[src/ogdc_map.vh]
// Offsets, field positions, reset value and widths of the output guard config word
`ifndef OGDC_MAP_VH
`define OGDC_MAP_VH
`define OGDC_CFG_ADDR        7'h02
`define OGDC_CFG_RESET       16'h7000
`define OGDC_CFG_RSVD_MASK   16'h8f05
`define OGDC_BIT_DACCLK_OFF  14
`define OGDC_BIT_DATCLK_OFF  13
`define OGDC_BIT_COLL_OFF    12
`define OGDC_BIT_FOUR_WIRE   7
`define OGDC_BIT_MIX_EN      6
`define OGDC_BIT_MIX_GAIN    5
`define OGDC_BIT_NCO_EN      4
`define OGDC_BIT_REV_BUS     3
`define OGDC_BIT_TWOS        1
`define OGDC_DATA_W          16
`define OGDC_ADDR_W          7
`endif

[src/ogdc_top.v]
// Output guard and datapath configuration word with its control effects
`timescale 1ns/10ps
`include "ogdc_map.vh"
module ogdc_top #(
    parameter SAMPLE_W = 16
) (
    input  wire                    clk_i,
    input  wire                    resetn_i,
    input  wire                    wr_stb_i,
    input  wire                    rd_stb_i,
    input  wire [`OGDC_ADDR_W-1:0] addr_i,
    input  wire [`OGDC_DATA_W-1:0] wdata_i,
    output reg  [`OGDC_DATA_W-1:0] rdata_o,
    output reg                     rvalid_o,
    input  wire                    dacclk_gone_i,
    input  wire                    datclk_gone_i,
    input  wire                    fifo_collision_i,
    input  wire                    mask_dacclk_i,
    input  wire                    mask_datclk_i,
    input  wire                    mask_coll_i,
    input  wire                    mask_out_off_i,
    input  wire                    alarm_clear_i,
    input  wire [SAMPLE_W-1:0]     sample_i,
    output reg                     outputs_off_o,
    output reg                     four_wire_port_sel_o,
    output reg                     nco_run_o,
    output reg  [SAMPLE_W-1:0]     nco_phase_o,
    output wire [SAMPLE_W-1:0]     sample_o
);
    localparam N_SYNC = 2;
    localparam N_SRC  = 3;

    reg  [`OGDC_DATA_W-1:0] output_guard_datapath_cfg_q;
    reg  [`OGDC_DATA_W-1:0] output_guard_datapath_cfg_d;
    reg  [`OGDC_DATA_W-1:0] rdata_d;
    reg  [N_SRC-1:0]        alarm_lat_q;
    reg                     off_d;
    reg  [SAMPLE_W-1:0]     nco_phase_d;
    wire                    cfg_hit;
    wire [N_SYNC-1:0]       gone_raw;
    wire [N_SYNC-1:0]       gone_lvl;
    wire [N_SRC-1:0]        alarm_evt;
    wire [N_SRC-1:0]        shut_en;
    wire [N_SRC-1:0]        src_mask;
    wire [N_SRC-1:0]        alarm_lat_d;
    wire [N_SRC-1:0]        trip_d;
    wire                    rev_bus_en;
    wire                    twos_sel;
    wire                    mix_en;
    wire                    mix_gain_en;
    wire                    nco_en;
    genvar                  s;

    assign cfg_hit   = (addr_i == `OGDC_CFG_ADDR);
    // Source order is converter clock, data clock, collision, high to low
    assign gone_raw  = {dacclk_gone_i, datclk_gone_i};
    assign alarm_evt = {gone_lvl, fifo_collision_i};
    assign src_mask  = {mask_dacclk_i, mask_datclk_i, mask_coll_i};
    assign shut_en   = {output_guard_datapath_cfg_q[`OGDC_BIT_DACCLK_OFF],
                        output_guard_datapath_cfg_q[`OGDC_BIT_DATCLK_OFF],
                        output_guard_datapath_cfg_q[`OGDC_BIT_COLL_OFF]};
    // Datapath controls straight from the word, no extra delay
    assign rev_bus_en  = output_guard_datapath_cfg_q[`OGDC_BIT_REV_BUS];
    assign twos_sel    = output_guard_datapath_cfg_q[`OGDC_BIT_TWOS];
    assign mix_en      = output_guard_datapath_cfg_q[`OGDC_BIT_MIX_EN];
    assign mix_gain_en = output_guard_datapath_cfg_q[`OGDC_BIT_MIX_GAIN];
    assign nco_en      = output_guard_datapath_cfg_q[`OGDC_BIT_NCO_EN];

    // Whole word loads in one edge so no field ever mixes old and new
    always @* begin
        output_guard_datapath_cfg_d = output_guard_datapath_cfg_q;
        if (wr_stb_i && cfg_hit) begin
            output_guard_datapath_cfg_d = wdata_i & ~`OGDC_CFG_RSVD_MASK;
        end
    end

    always @(posedge clk_i or negedge resetn_i) begin
        if (!resetn_i) begin
            output_guard_datapath_cfg_q <= `OGDC_CFG_RESET;
        end else begin
            output_guard_datapath_cfg_q <= output_guard_datapath_cfg_d;
        end
    end

    // Reads of any other word return zero, never stale data
    always @* begin
        rdata_d = {`OGDC_DATA_W{1'b0}};
        if (rd_stb_i && cfg_hit) begin
            rdata_d = output_guard_datapath_cfg_q;
        end
    end

    always @(posedge clk_i or negedge resetn_i) begin
        if (!resetn_i) begin
            rdata_o <= {`OGDC_DATA_W{1'b0}};
        end else begin
            rdata_o <= rdata_d;
        end
    end

    always @(posedge clk_i or negedge resetn_i) begin
        if (!resetn_i) begin
            rvalid_o <= 1'b0;
        end else begin
            rvalid_o <= rd_stb_i;
        end
    end

    // Clock-loss flags come from the monitor's own domain
    generate
        for (s = 0; s < N_SYNC; s = s + 1) begin : g_sync
            reg [2:0] sync_q;
            reg       lvl_q;
            always @(posedge clk_i or negedge resetn_i) begin
                if (!resetn_i) begin
                    sync_q <= 3'h0;
                    lvl_q  <= 1'b0;
                end else begin
                    sync_q <= {sync_q[1:0], gone_raw[s]};
                    // Stages two and three must agree so a metastable glitch never counts
                    if (sync_q[2] == sync_q[1]) begin
                        lvl_q <= sync_q[2];
                    end
                end
            end
            assign gone_lvl[s] = lvl_q;
        end
    endgenerate

    // A new event in the clearing cycle keeps the alarm set
    generate
        for (s = 0; s < N_SRC; s = s + 1) begin : g_alarm
            assign alarm_lat_d[s] = alarm_evt[s] | (alarm_lat_q[s] & ~alarm_clear_i);
            assign trip_d[s]      = shut_en[s] & ~src_mask[s] & alarm_lat_q[s];
        end
    endgenerate

    always @(posedge clk_i or negedge resetn_i) begin
        if (!resetn_i) begin
            alarm_lat_q <= {N_SRC{1'b0}};
        end else begin
            alarm_lat_q <= alarm_lat_d;
        end
    end

    // Output-off mask overrides every source at once
    always @* begin
        off_d = 1'b0;
        if (!mask_out_off_i) begin
            off_d = |trip_d;
        end
    end

    always @(posedge clk_i or negedge resetn_i) begin
        if (!resetn_i) begin
            outputs_off_o <= 1'b0;
        end else begin
            outputs_off_o <= off_d;
        end
    end

    always @(posedge clk_i or negedge resetn_i) begin
        if (!resetn_i) begin
            four_wire_port_sel_o <= 1'b0;
        end else begin
            four_wire_port_sel_o <= output_guard_datapath_cfg_q[`OGDC_BIT_FOUR_WIRE];
        end
    end

    always @(posedge clk_i or negedge resetn_i) begin
        if (!resetn_i) begin
            nco_run_o <= 1'b0;
        end else begin
            nco_run_o <= nco_en;
        end
    end

    // Phase freezes when the oscillator is off to save power
    always @* begin
        nco_phase_d = nco_phase_o;
        if (nco_en) begin
            nco_phase_d = nco_phase_o + {{(SAMPLE_W-1){1'b0}}, 1'b1};
        end
    end

    always @(posedge clk_i or negedge resetn_i) begin
        if (!resetn_i) begin
            nco_phase_o <= {SAMPLE_W{1'b0}};
        end else begin
            nco_phase_o <= nco_phase_d;
        end
    end

    ogdc_sample_path #(
        .W(SAMPLE_W)
    ) u_path (
        .clk_i      (clk_i),
        .resetn_i   (resetn_i),
        .sample_i   (sample_i),
        .nco_i      (nco_phase_o),
        .rev_bus_i  (rev_bus_en),
        .twos_i     (twos_sel),
        .mix_en_i   (mix_en),
        .mix_gain_i (mix_gain_en),
        .nco_en_i   (nco_en),
        .sample_o   (sample_o)
    );
endmodule // ogdc_top

[src/ogdc_sample_path.v]
// Sample path: bus reversal, format conversion, mixer with optional 6dB gain
`timescale 1ns/10ps
module ogdc_sample_path #(
    parameter W = 16
) (
    input  wire         clk_i,
    input  wire         resetn_i,
    input  wire [W-1:0] sample_i,
    input  wire [W-1:0] nco_i,
    input  wire         rev_bus_i,
    input  wire         twos_i,
    input  wire         mix_en_i,
    input  wire         mix_gain_i,
    input  wire         nco_en_i,
    output reg  [W-1:0] sample_o
);
    wire [W-1:0] rev_w;
    wire [W-1:0] signed_w;
    wire [W-1:0] mixed_w;
    wire [W-1:0] gained_w;
    genvar g;
    generate
        for (g = 0; g < W; g = g + 1) begin : g_rev
            assign rev_w[g] = rev_bus_i ? sample_i[W-1-g] : sample_i[g];
        end
    endgenerate
    // Offset binary flips the sign bit to reach two's complement
    assign signed_w = twos_i ? rev_w : {~rev_w[W-1], rev_w[W-2:0]};
    // Coarse mixing without the oscillator inverts every bit of the sample
    assign mixed_w  = nco_en_i ? (signed_w ^ nco_i) : ~signed_w;
    assign gained_w = mix_gain_i ? {mixed_w[W-2:0], 1'b0} : mixed_w;
    always @(posedge clk_i or negedge resetn_i) begin
        if (!resetn_i) begin
            sample_o <= {W{1'b0}};
        end else begin
            sample_o <= mix_en_i ? gained_w : signed_w;
        end
    end
endmodule // ogdc_sample_path

[config.mk]
export PLATFORM = sky130hd
export DESIGN_NAME = ogdc_top
export DESIGN_NICKNAME = d
export VERILOG_FILES = /design/src/ogdc_top.v /design/src/ogdc_sample_path.v
export VERILOG_INCLUDE_DIRS = /design/src /design/src/src
export SDC_FILE = /design/constraint.sdc
export NUM_CORES = 1
export LEC_CHECK = 0
export BUFFER_PORTS_ARGS = -buffer_cell sky130_fd_sc_hd__clkbuf_2
export CORE_AREA = 2 2 98 100
export CTS_BUF_LIST = sky130_fd_sc_hd__clkbuf_16
export CTS_CLUSTER_DIAMETER = 30
export DETAILED_ROUTE_END_ITERATION = 10
export DIE_AREA = 0 0 100 102
export SYNTH_ARGS = -nofsm -noshare
export SYNTH_HDL_FRONTEND = slang
export SYNTH_SLANG_ARGS = --single-unit
[constraint.sdc]
create_clock -name clk_i -period 1.9 [get_ports clk_i]
set_input_delay 0 -clock clk_i [delete_from_list [all_inputs] [get_ports clk_i]]
set_output_delay 0 -clock clk_i [all_outputs]
set_load 0.005 [all_outputs]
==> results by group, run 1 <==
Synth
  • Synth top area cells: dfrtp_1, mux2i_1, xnor2_1, o22a_1, mux2_2
  • Syn Area/Cell: 11.64 um2
  • Yosys warnings: 0
  • Share of the synthesized area in the top cell type: 49.74%
  • Synth Register Bits: 65
  • Synthesized instance count: 268
  • Synthesized area: 0.003119 mm2
  • Sequential share of the synthesized area: 52.27%
  • EDFF count, synth: 0
  • Synth cell types: 35
  • Post-synth top area cell: dfrtp_1
  • Ys flop type: dfrtp_1
  • Asr flop ratio synth: 100.0%

Worst setup path
  • CP Cell Sequence: and4_1 > nand3_1 > nor4_1 > xor2_1
  • Cell with the largest stage delay on the worst path: dfrtp_1
  • Reg2reg setup slack: 0.35 ns
  • Worst setup EP type: flop
  • Critical path type: flop to flop
  • WP data required: 2.15 ns
  • Critical Path Fanout Max: 6
  • Max stage delay on crit path: 0.46 ns
  • CP delay by family, top: simple AND/OR/NAND/NOR gates
  • CP startpoint kind: flop
  • WP buf/inv: 0
  • Arr. time, crit path: 1.80 ns

Power
  • Comb pwr share: 16.4%
  • Leak: 2.047 nW
  • Clock power frac: 43.6%
  • Pwr Total: 3.996 mW
  • NetSw: 1.001 mW
  • Power per standard cell area: 948.2 mW/mm2
  • Power Internal: 2.995 mW
  • Sequential Power Share: 40.0%
  • Worst vdd ir: 457.7 uV
  • Switch share: 25.05%

Clock tree
  • CTS root buf: clkbuf_16
  • TritonCTS clock tree: done
  • Post-CTS Resized: 0
  • Clock Latency Late Sink: 0.33 ns
  • H-tree depth: 3
  • Hold_buf cts: 18
  • Sink Count: 65
  • Clock-pin slew on the worst setup and hold paths: 0.05 ns
  • Postcts setup bufs: 0
  • Clk buf depth: 2
  • Cts bufs inserted: 9

Floorplan
  • Initial Utilization: 34.24%
  • Die area: 0.01020 mm2
  • Die Width: 100 um
  • I/O pin count: 103
  • Core area: 0.009109 mm2
  • Chip height: 102 um
  • FP Rows: 35

Timing
  • Fin crit period: 1.554 ns
  • Rel. slew slack: 58.72%
  • Final TNS setup: 0 ns
  • Finish-stage setup viols: 0
  • RSZ-0062 raised after global routing: no
  • Hold Violations, Final: 0
  • FMAX: 0.6437 GHz
  • Clock Skews: 0.007146 ns
  • Max-slew violations: 0
  • Pin slew with the least headroom to its limit: 0.6192 ns
  • WHS: 0.09409 ns
  • Setup ws final: 0.3465 ns
  • Fin crit share: 81.77%

Route
  • Top layer in use: met4
  • Vias/cell: 4.741
  • Met2 wire length: 3.356 mm
  • Drc violations: 0
  • Via Count: 2,361
  • Post-route ant nets: 0
  • Drt pass-1 iters: 4
  • M1 wire length: 3.132 mm
  • Drt first-iter violations: 53
  • Routed length per placed instance: 14.13 um
  • Routed wire length: 7.038 mm
  • Routed wl met3: 381 um

Global routing
  • Gr ovfl total: 0
  • Vias in the first global route: 2,271
  • Overall routing resource usage: 14.40%
  • First-pass GRT wire length: 11.34 mm
  • Pin count of the biggest net entering global routing: 27
  • Initial antenna violation count: 0

Layout
  • Final #Nets: 434
  • Antenna cells: 0
  • Layout area overhead: 35.10%
  • Share of cells above drive strength 1: 35.14%
  • Fill cells: 854
  • Final core occ: 46.26%

Placement
  • Routability cong.: 0.7883
  • Port Buffers: 88
  • DP Worst Slack: 0.3491 ns
  • Hpwl dp: 5.189 mm

Hold path
  • Hold Path Class: input port to flop

Flow run
  • Max cap viols: 0

Run status
  • Outcome: finished, final reports clean
## worst register-to-register path, delay by kind of cell, from the launching register on
| kind | cells | cell delay, ns |
|---|---|---|
| XOR/XNOR | 1 | 0.17 |
| flip-flops | 1 | 0.46 |
| AND/OR/NAND/NOR | 3 | 0.85 |
## area by class of cell
| class | instances | area, um2 | share of cell area, % |
|---|---|---|---|
| flip-flops and latches | 65 | 1630 | 38.69 |
| multi-input cells | 188 | 1404 | 33.31 |
| repair buffers | 114 | 705.7 | 16.75 |
| clock buffers | 9 | 225.2 | 5.344 |
| well taps | 111 | 138.9 | 3.296 |
| clock inverters | 7 | 95.09 | 2.257 |
| inverters | 4 | 15.01 | 0.3563 |
## Yosys cell counts (all sizes together), types with 2 or more instances
master   n
dfrtp   62
mux2i   28
xnor2   24
nor2    16
nor2b   14
o21ai   14
o22a    13
mux2    10
nand2   10
and3     9
buf      9
clkbuf   8
xor2     7
nand3    6
inv      4
nand2b   4
nand4    4
a21o     3
and4     3
dfstp    3
o22ai    3
maj3     2
o21a     2
## routing by layer
metal	track usage (%)	vias to the layer above
met5	0	-
met4	7.587	0
met3	3.967	12
met2	22.61	64
met1	18.26	1131
li1	-	1154
## flip-flops by register name, summed over array words and instances, names as in the netlist
| name | count |
|---|---|
| nco_phase_o | 16 |
| u_path.sample_o | 16 |
| output_guard_datapath_cfg_q | 9 |
| rdata_o | 9 |
| g_sync.sync_q | 6 |
| alarm_lat_q | 3 |
| g_sync.lvl_q | 2 |
| four_wire_port_sel_o | 1 |
| nco_run_o | 1 |
| outputs_off_o | 1 |
| rvalid_o | 1 |
## cell usage in the layout (no fill, tap or decap), drive strengths merged, types with 13 or more instances in the layout
cell type | netlist | layout
o22a | 13 | 13
nor2b | 14 | 14
nor2 | 16 | 16
dlygate4sd3 | 0 | 18
o21ai | 14 | 14
dfrtp | 62 | 62
xnor2 | 24 | 24
mux2i | 28 | 28
clkbuf | 8 | 96
## path summary, 6_finish.rpt
kind | from | to | cells after the start
worst max-delay path | nco_phase_o[2] | nco_phase_o[14] | 4
worst min-delay path | sample_i[1] | u_path.sample_o[14] | 3
worst max register to register | nco_phase_o[2] | nco_phase_o[14] | 4
worst min register to register | g_sync[1].sync_q[0] | g_sync[1].sync_q[1] | 0
max in group asynchronous | resetn_i | u_path.sample_o[12] | 3
min in group asynchronous | resetn_i | nco_phase_o[6] | 2
## kinds of logic (layout without fill, tap and decap cells)
| group | after synthesis | in the layout | share of synthesized area (%) |
|---|---|---|---|
| xor gates and xnor gates | 31 | 31 | 8.704 |
| DFF | 65 | 65 | 52.27 |
| and+or+nand+nor | 71 | 71 | 13.44 |
| AOI/OAI and AO/OA | 38 | 38 | 8.383 |
| muxes | 38 | 38 | 12.60 |
| other | 1 | 7 | 0.1202 |
| buffers and inverters | 21 | 134 | 3.450 |
| adders and majority gates | 3 | 3 | 1.043 |
## power by group through the flow
stage	sequential (mW)	clock, mW	combinational [mW]
after floorplan	1.62	0	0.351
after global placement	1.62	0	0.621
after detailed placement	1.62	0	0.631
after CTS	1.60	1.79	0.664
after global routing	1.62	1.84	0.735
final	1.60	1.74	0.655
## through the flow
stage | instance area (um2) | instances
3_5_place_dp | 3714 | 464
2_1_floorplan | 3142 | 274
6_report | 4214 | 498
3_3_place_gp | 3714 | 464
4_1_cts | 4214 | 498
5_1_grt | 4214 | 498
(Power assumes the default switching activity.)
==> inputs of run 2 (changes only) <==
ABC_AREA = 1   (was not set)
clock period = 1.5 ns   (was 1.9 ns; I/O delays follow)
==> run 2 against run 1 <==
Against the previous run: the flow now finishes with violations (negative hold slack); die area is the same; sequential power grew 24%; total power grew 23%; sequential cell count is the same; area after synthesis grew 0.52%; worst setup slack lost 0.21 ns; cell area shrank 0.39%; clock skew grew 0.0030 ns; largest cell class unchanged; worst hold slack lost 0.11 ns.
==> results by group, run 2 <==
Placement
  • Port Buffers: 88
  • Routability cong.: 0.9352
  • DP Area: 0.003671 mm2
  • Hpwl dp: 5.580 mm

Synth
  • Sequential share of the synthesized area: 52.00%
  • Yosys warnings: 0
  • Synth Register Bits: 65
  • Share of the synthesized area in the top cell type: 49.48%
  • Synthesized instance count: 374
  • Synthesized area: 0.003136 mm2
  • Synth top area cells: dfrtp_1, nand2_1, nand3_1, xor2_1, inv_1
  • Synth cell types: 32
  • EDFF count, synth: 0
  • Cell with the most instances after synthesis: nand2_1
  • Top cells by count, synth: nand2_1, dfrtp_1, nand3_1
  • Ys flop type: dfrtp_1
  • Syn Area/Cell: 8.384 um2
  • Post-synth top area cell: dfrtp_1
  • Asr flop ratio synth: 100.0%

Timing
  • Fin crit share: 91.08%
  • Fin crit period: 1.366 ns
  • Max-slew violations: 0
  • Clock Skews: 0.01012 ns
  • Final TNS setup: 0 ns
  • Pin slew with the least headroom to its limit: 0.6314 ns
  • RSZ-0062 raised after global routing: no
  • WHS: -0.01149 ns
  • Finish-stage setup viols: 0
  • Hold Violations, Final: 2
  • FMAX: 0.7320 GHz
  • Rel. slew slack: 57.86%

Route
  • Drt pass-1 iters: 4
  • Via Count: 2,751
  • Routed wire length: 7.653 mm
  • Drc violations: 0
  • Routed length per placed instance: 12.65 um
  • Vias/cell: 4.547
  • Drt first-iter violations: 95
  • Post-route ant nets: 0

Clock tree
  • Cts bufs inserted: 9
  • Sink Count: 65
  • H-tree depth: 3
  • CTS root buf: clkbuf_16
  • Clock Latency Late Sink: 0.33 ns
  • Clock-pin slew on the worst setup and hold paths: 0.05 ns
  • Clk buf depth: 2
  • TritonCTS clock tree: done

Worst setup path
  • Critical Path Fanout Max: 11
  • Critical path type: flop to flop
  • WP data required: 1.76 ns
  • Arr. time, crit path: 1.62 ns
  • Worst setup EP type: flop
  • CP startpoint kind: flop

Layout
  • Antenna cells: 0
  • Most common cell after layout, fill and taps aside: nand2_1
  • Fill cells: 898
  • Most frequent cells in the layout: nand2_1, clkbuf_2, dfrtp_1
  • Layout area overhead: 33.88%
  • Final #Nets: 541
  • Biggest regs: nco_phase_o x16, u_path.sample_o x16
  • Share of cells above drive strength 1: 26.32%
  • Cell area after layout: 0.004198 mm2

Flow run
  • Max cap viols: 0

Floorplan
  • Initial Utilization: 34.42%
  • I/O pin count: 103
  • Chip height: 102 um
  • Die Width: 100 um
  • Core area: 0.009109 mm2
  • FP Rows: 35
  • Die area: 0.01020 mm2

Global routing
  • Pin count of the biggest net entering global routing: 66
  • First-pass GRT wire length: 12.48 mm
  • Vias in the first global route: 2,574
  • Gr ovfl total: 0
  • Overall routing resource usage: 15.95%
  • Initial antenna violation count: 0

Power
  • Leak: 2.241 nW
  • Worst vdd ir: 591.6 uV
  • Pwr Total: 4.899 mW
  • Power per standard cell area: 1167 mW/mm2

Run status
  • Failing checks: negative hold slack
  • Outcome: finished, violations left

Hold path
  • Hold Path Class: input port to flop
## run 2: changes by cell type after synthesis, moves of 12 or more
cell,delta
xnor2_1,-14
inv_1,+24
nor2b_1,-14
nand3_1,+29
o21ai_0,-12
o22a_1,-13
nand2_1,+140
mux2i_1,-28
## run 2: cells by family after synthesis
group           synth area share [%]
compound gates                 1.636
xor+xnor                       6.983
fa+ha+maj                      1.037
buf+inv                        8.060
flops                          52.00
other cells                   0.1196
simple gates                   30.17
## run 2: metal layers
metal | global-route usage [%] | up-vias | wire length, um
li1 | - | 1372 | -
met1 | 19.33 | 1282 | 3246
met2 | 27.13 | 79 | 3854
met3 | 2.873 | 18 | 350
met4 | 8.746 | 0 | 202
met5 | 0 | - | 0
## run 2: path summary, 6_finish.rpt
kind | slack [ns] | startpoint | end | depth (start not counted)
max | 0.13 | output_guard_datapath_cfg_q[4] | u_path.sample_o[7] | 6
min | -0.01 | mask_datclk_i | outputs_off_o | 4
max reg2reg | 0.13 | output_guard_datapath_cfg_q[4] | u_path.sample_o[7] | 6
min reg2reg | 0.34 | g_sync[1].sync_q[0] | g_sync[1].sync_q[1] | 0
max in group asynchronous | 0.95 | resetn_i | output_guard_datapath_cfg_q[14] | 3
min in group asynchronous | 0.23 | resetn_i | g_sync[0].sync_q[0] | 3
## run 2: through the flow
step | utilization, % | setup WS (ns) | hold WS, ns | instances
6_report | 46.09 | 0.1338 | -0.01149 | 605
5_1_grt | 46.09 | 0.02445 | 0.04007 | 605
4_1_cts | 45.93 | 0.007231 | 0.01333 | 604
3_5_place_dp | 40.30 | 0.02824 | 0.04989 | 568
3_3_place_gp | 40.30 | 0.07777 | 0.04502 | 568
2_1_floorplan | - | 0.2097 | -0.2956 | 380
## run 2: layout make-up
class / instances / area (um2) / area share [%]
flip-flops and latches: 65 / 1632 / 38.87
multi-input cells: 266 / 1282 / 30.55
repair buffers: 116 / 710.7 / 16.93
clock buffers: 9 / 225.2 / 5.365
well taps: 111 / 138.9 / 3.308
inverters: 31 / 121.4 / 2.891
clock inverters: 7 / 87.58 / 2.086
## run 2: power by group
part,leakage (nW),switching [mW],internal (mW)
Sequential,0.824,0.0855,1.89
Clock,0.150,0.750,1.44
Combinational,1.27,0.400,0.331
Total,2.24,1.24,3.66
## run 2: critical path, stage by stage (launching register included)
cell	delay, ns
dfrtp_1	0.48
inv_2	0.07
buf_4	0.18
nor2_1	0.22
xnor2_1	0.17
nand2_1	0.07
nand3_1	0.11
## run 2: timing repair
item,in CTS,in global routing
buffers inserted,0,2
hold buffers,20,0
endpoints found under the setup margin,0,19
resized for setup,0,3
endpoints found under the hold margin,83,0
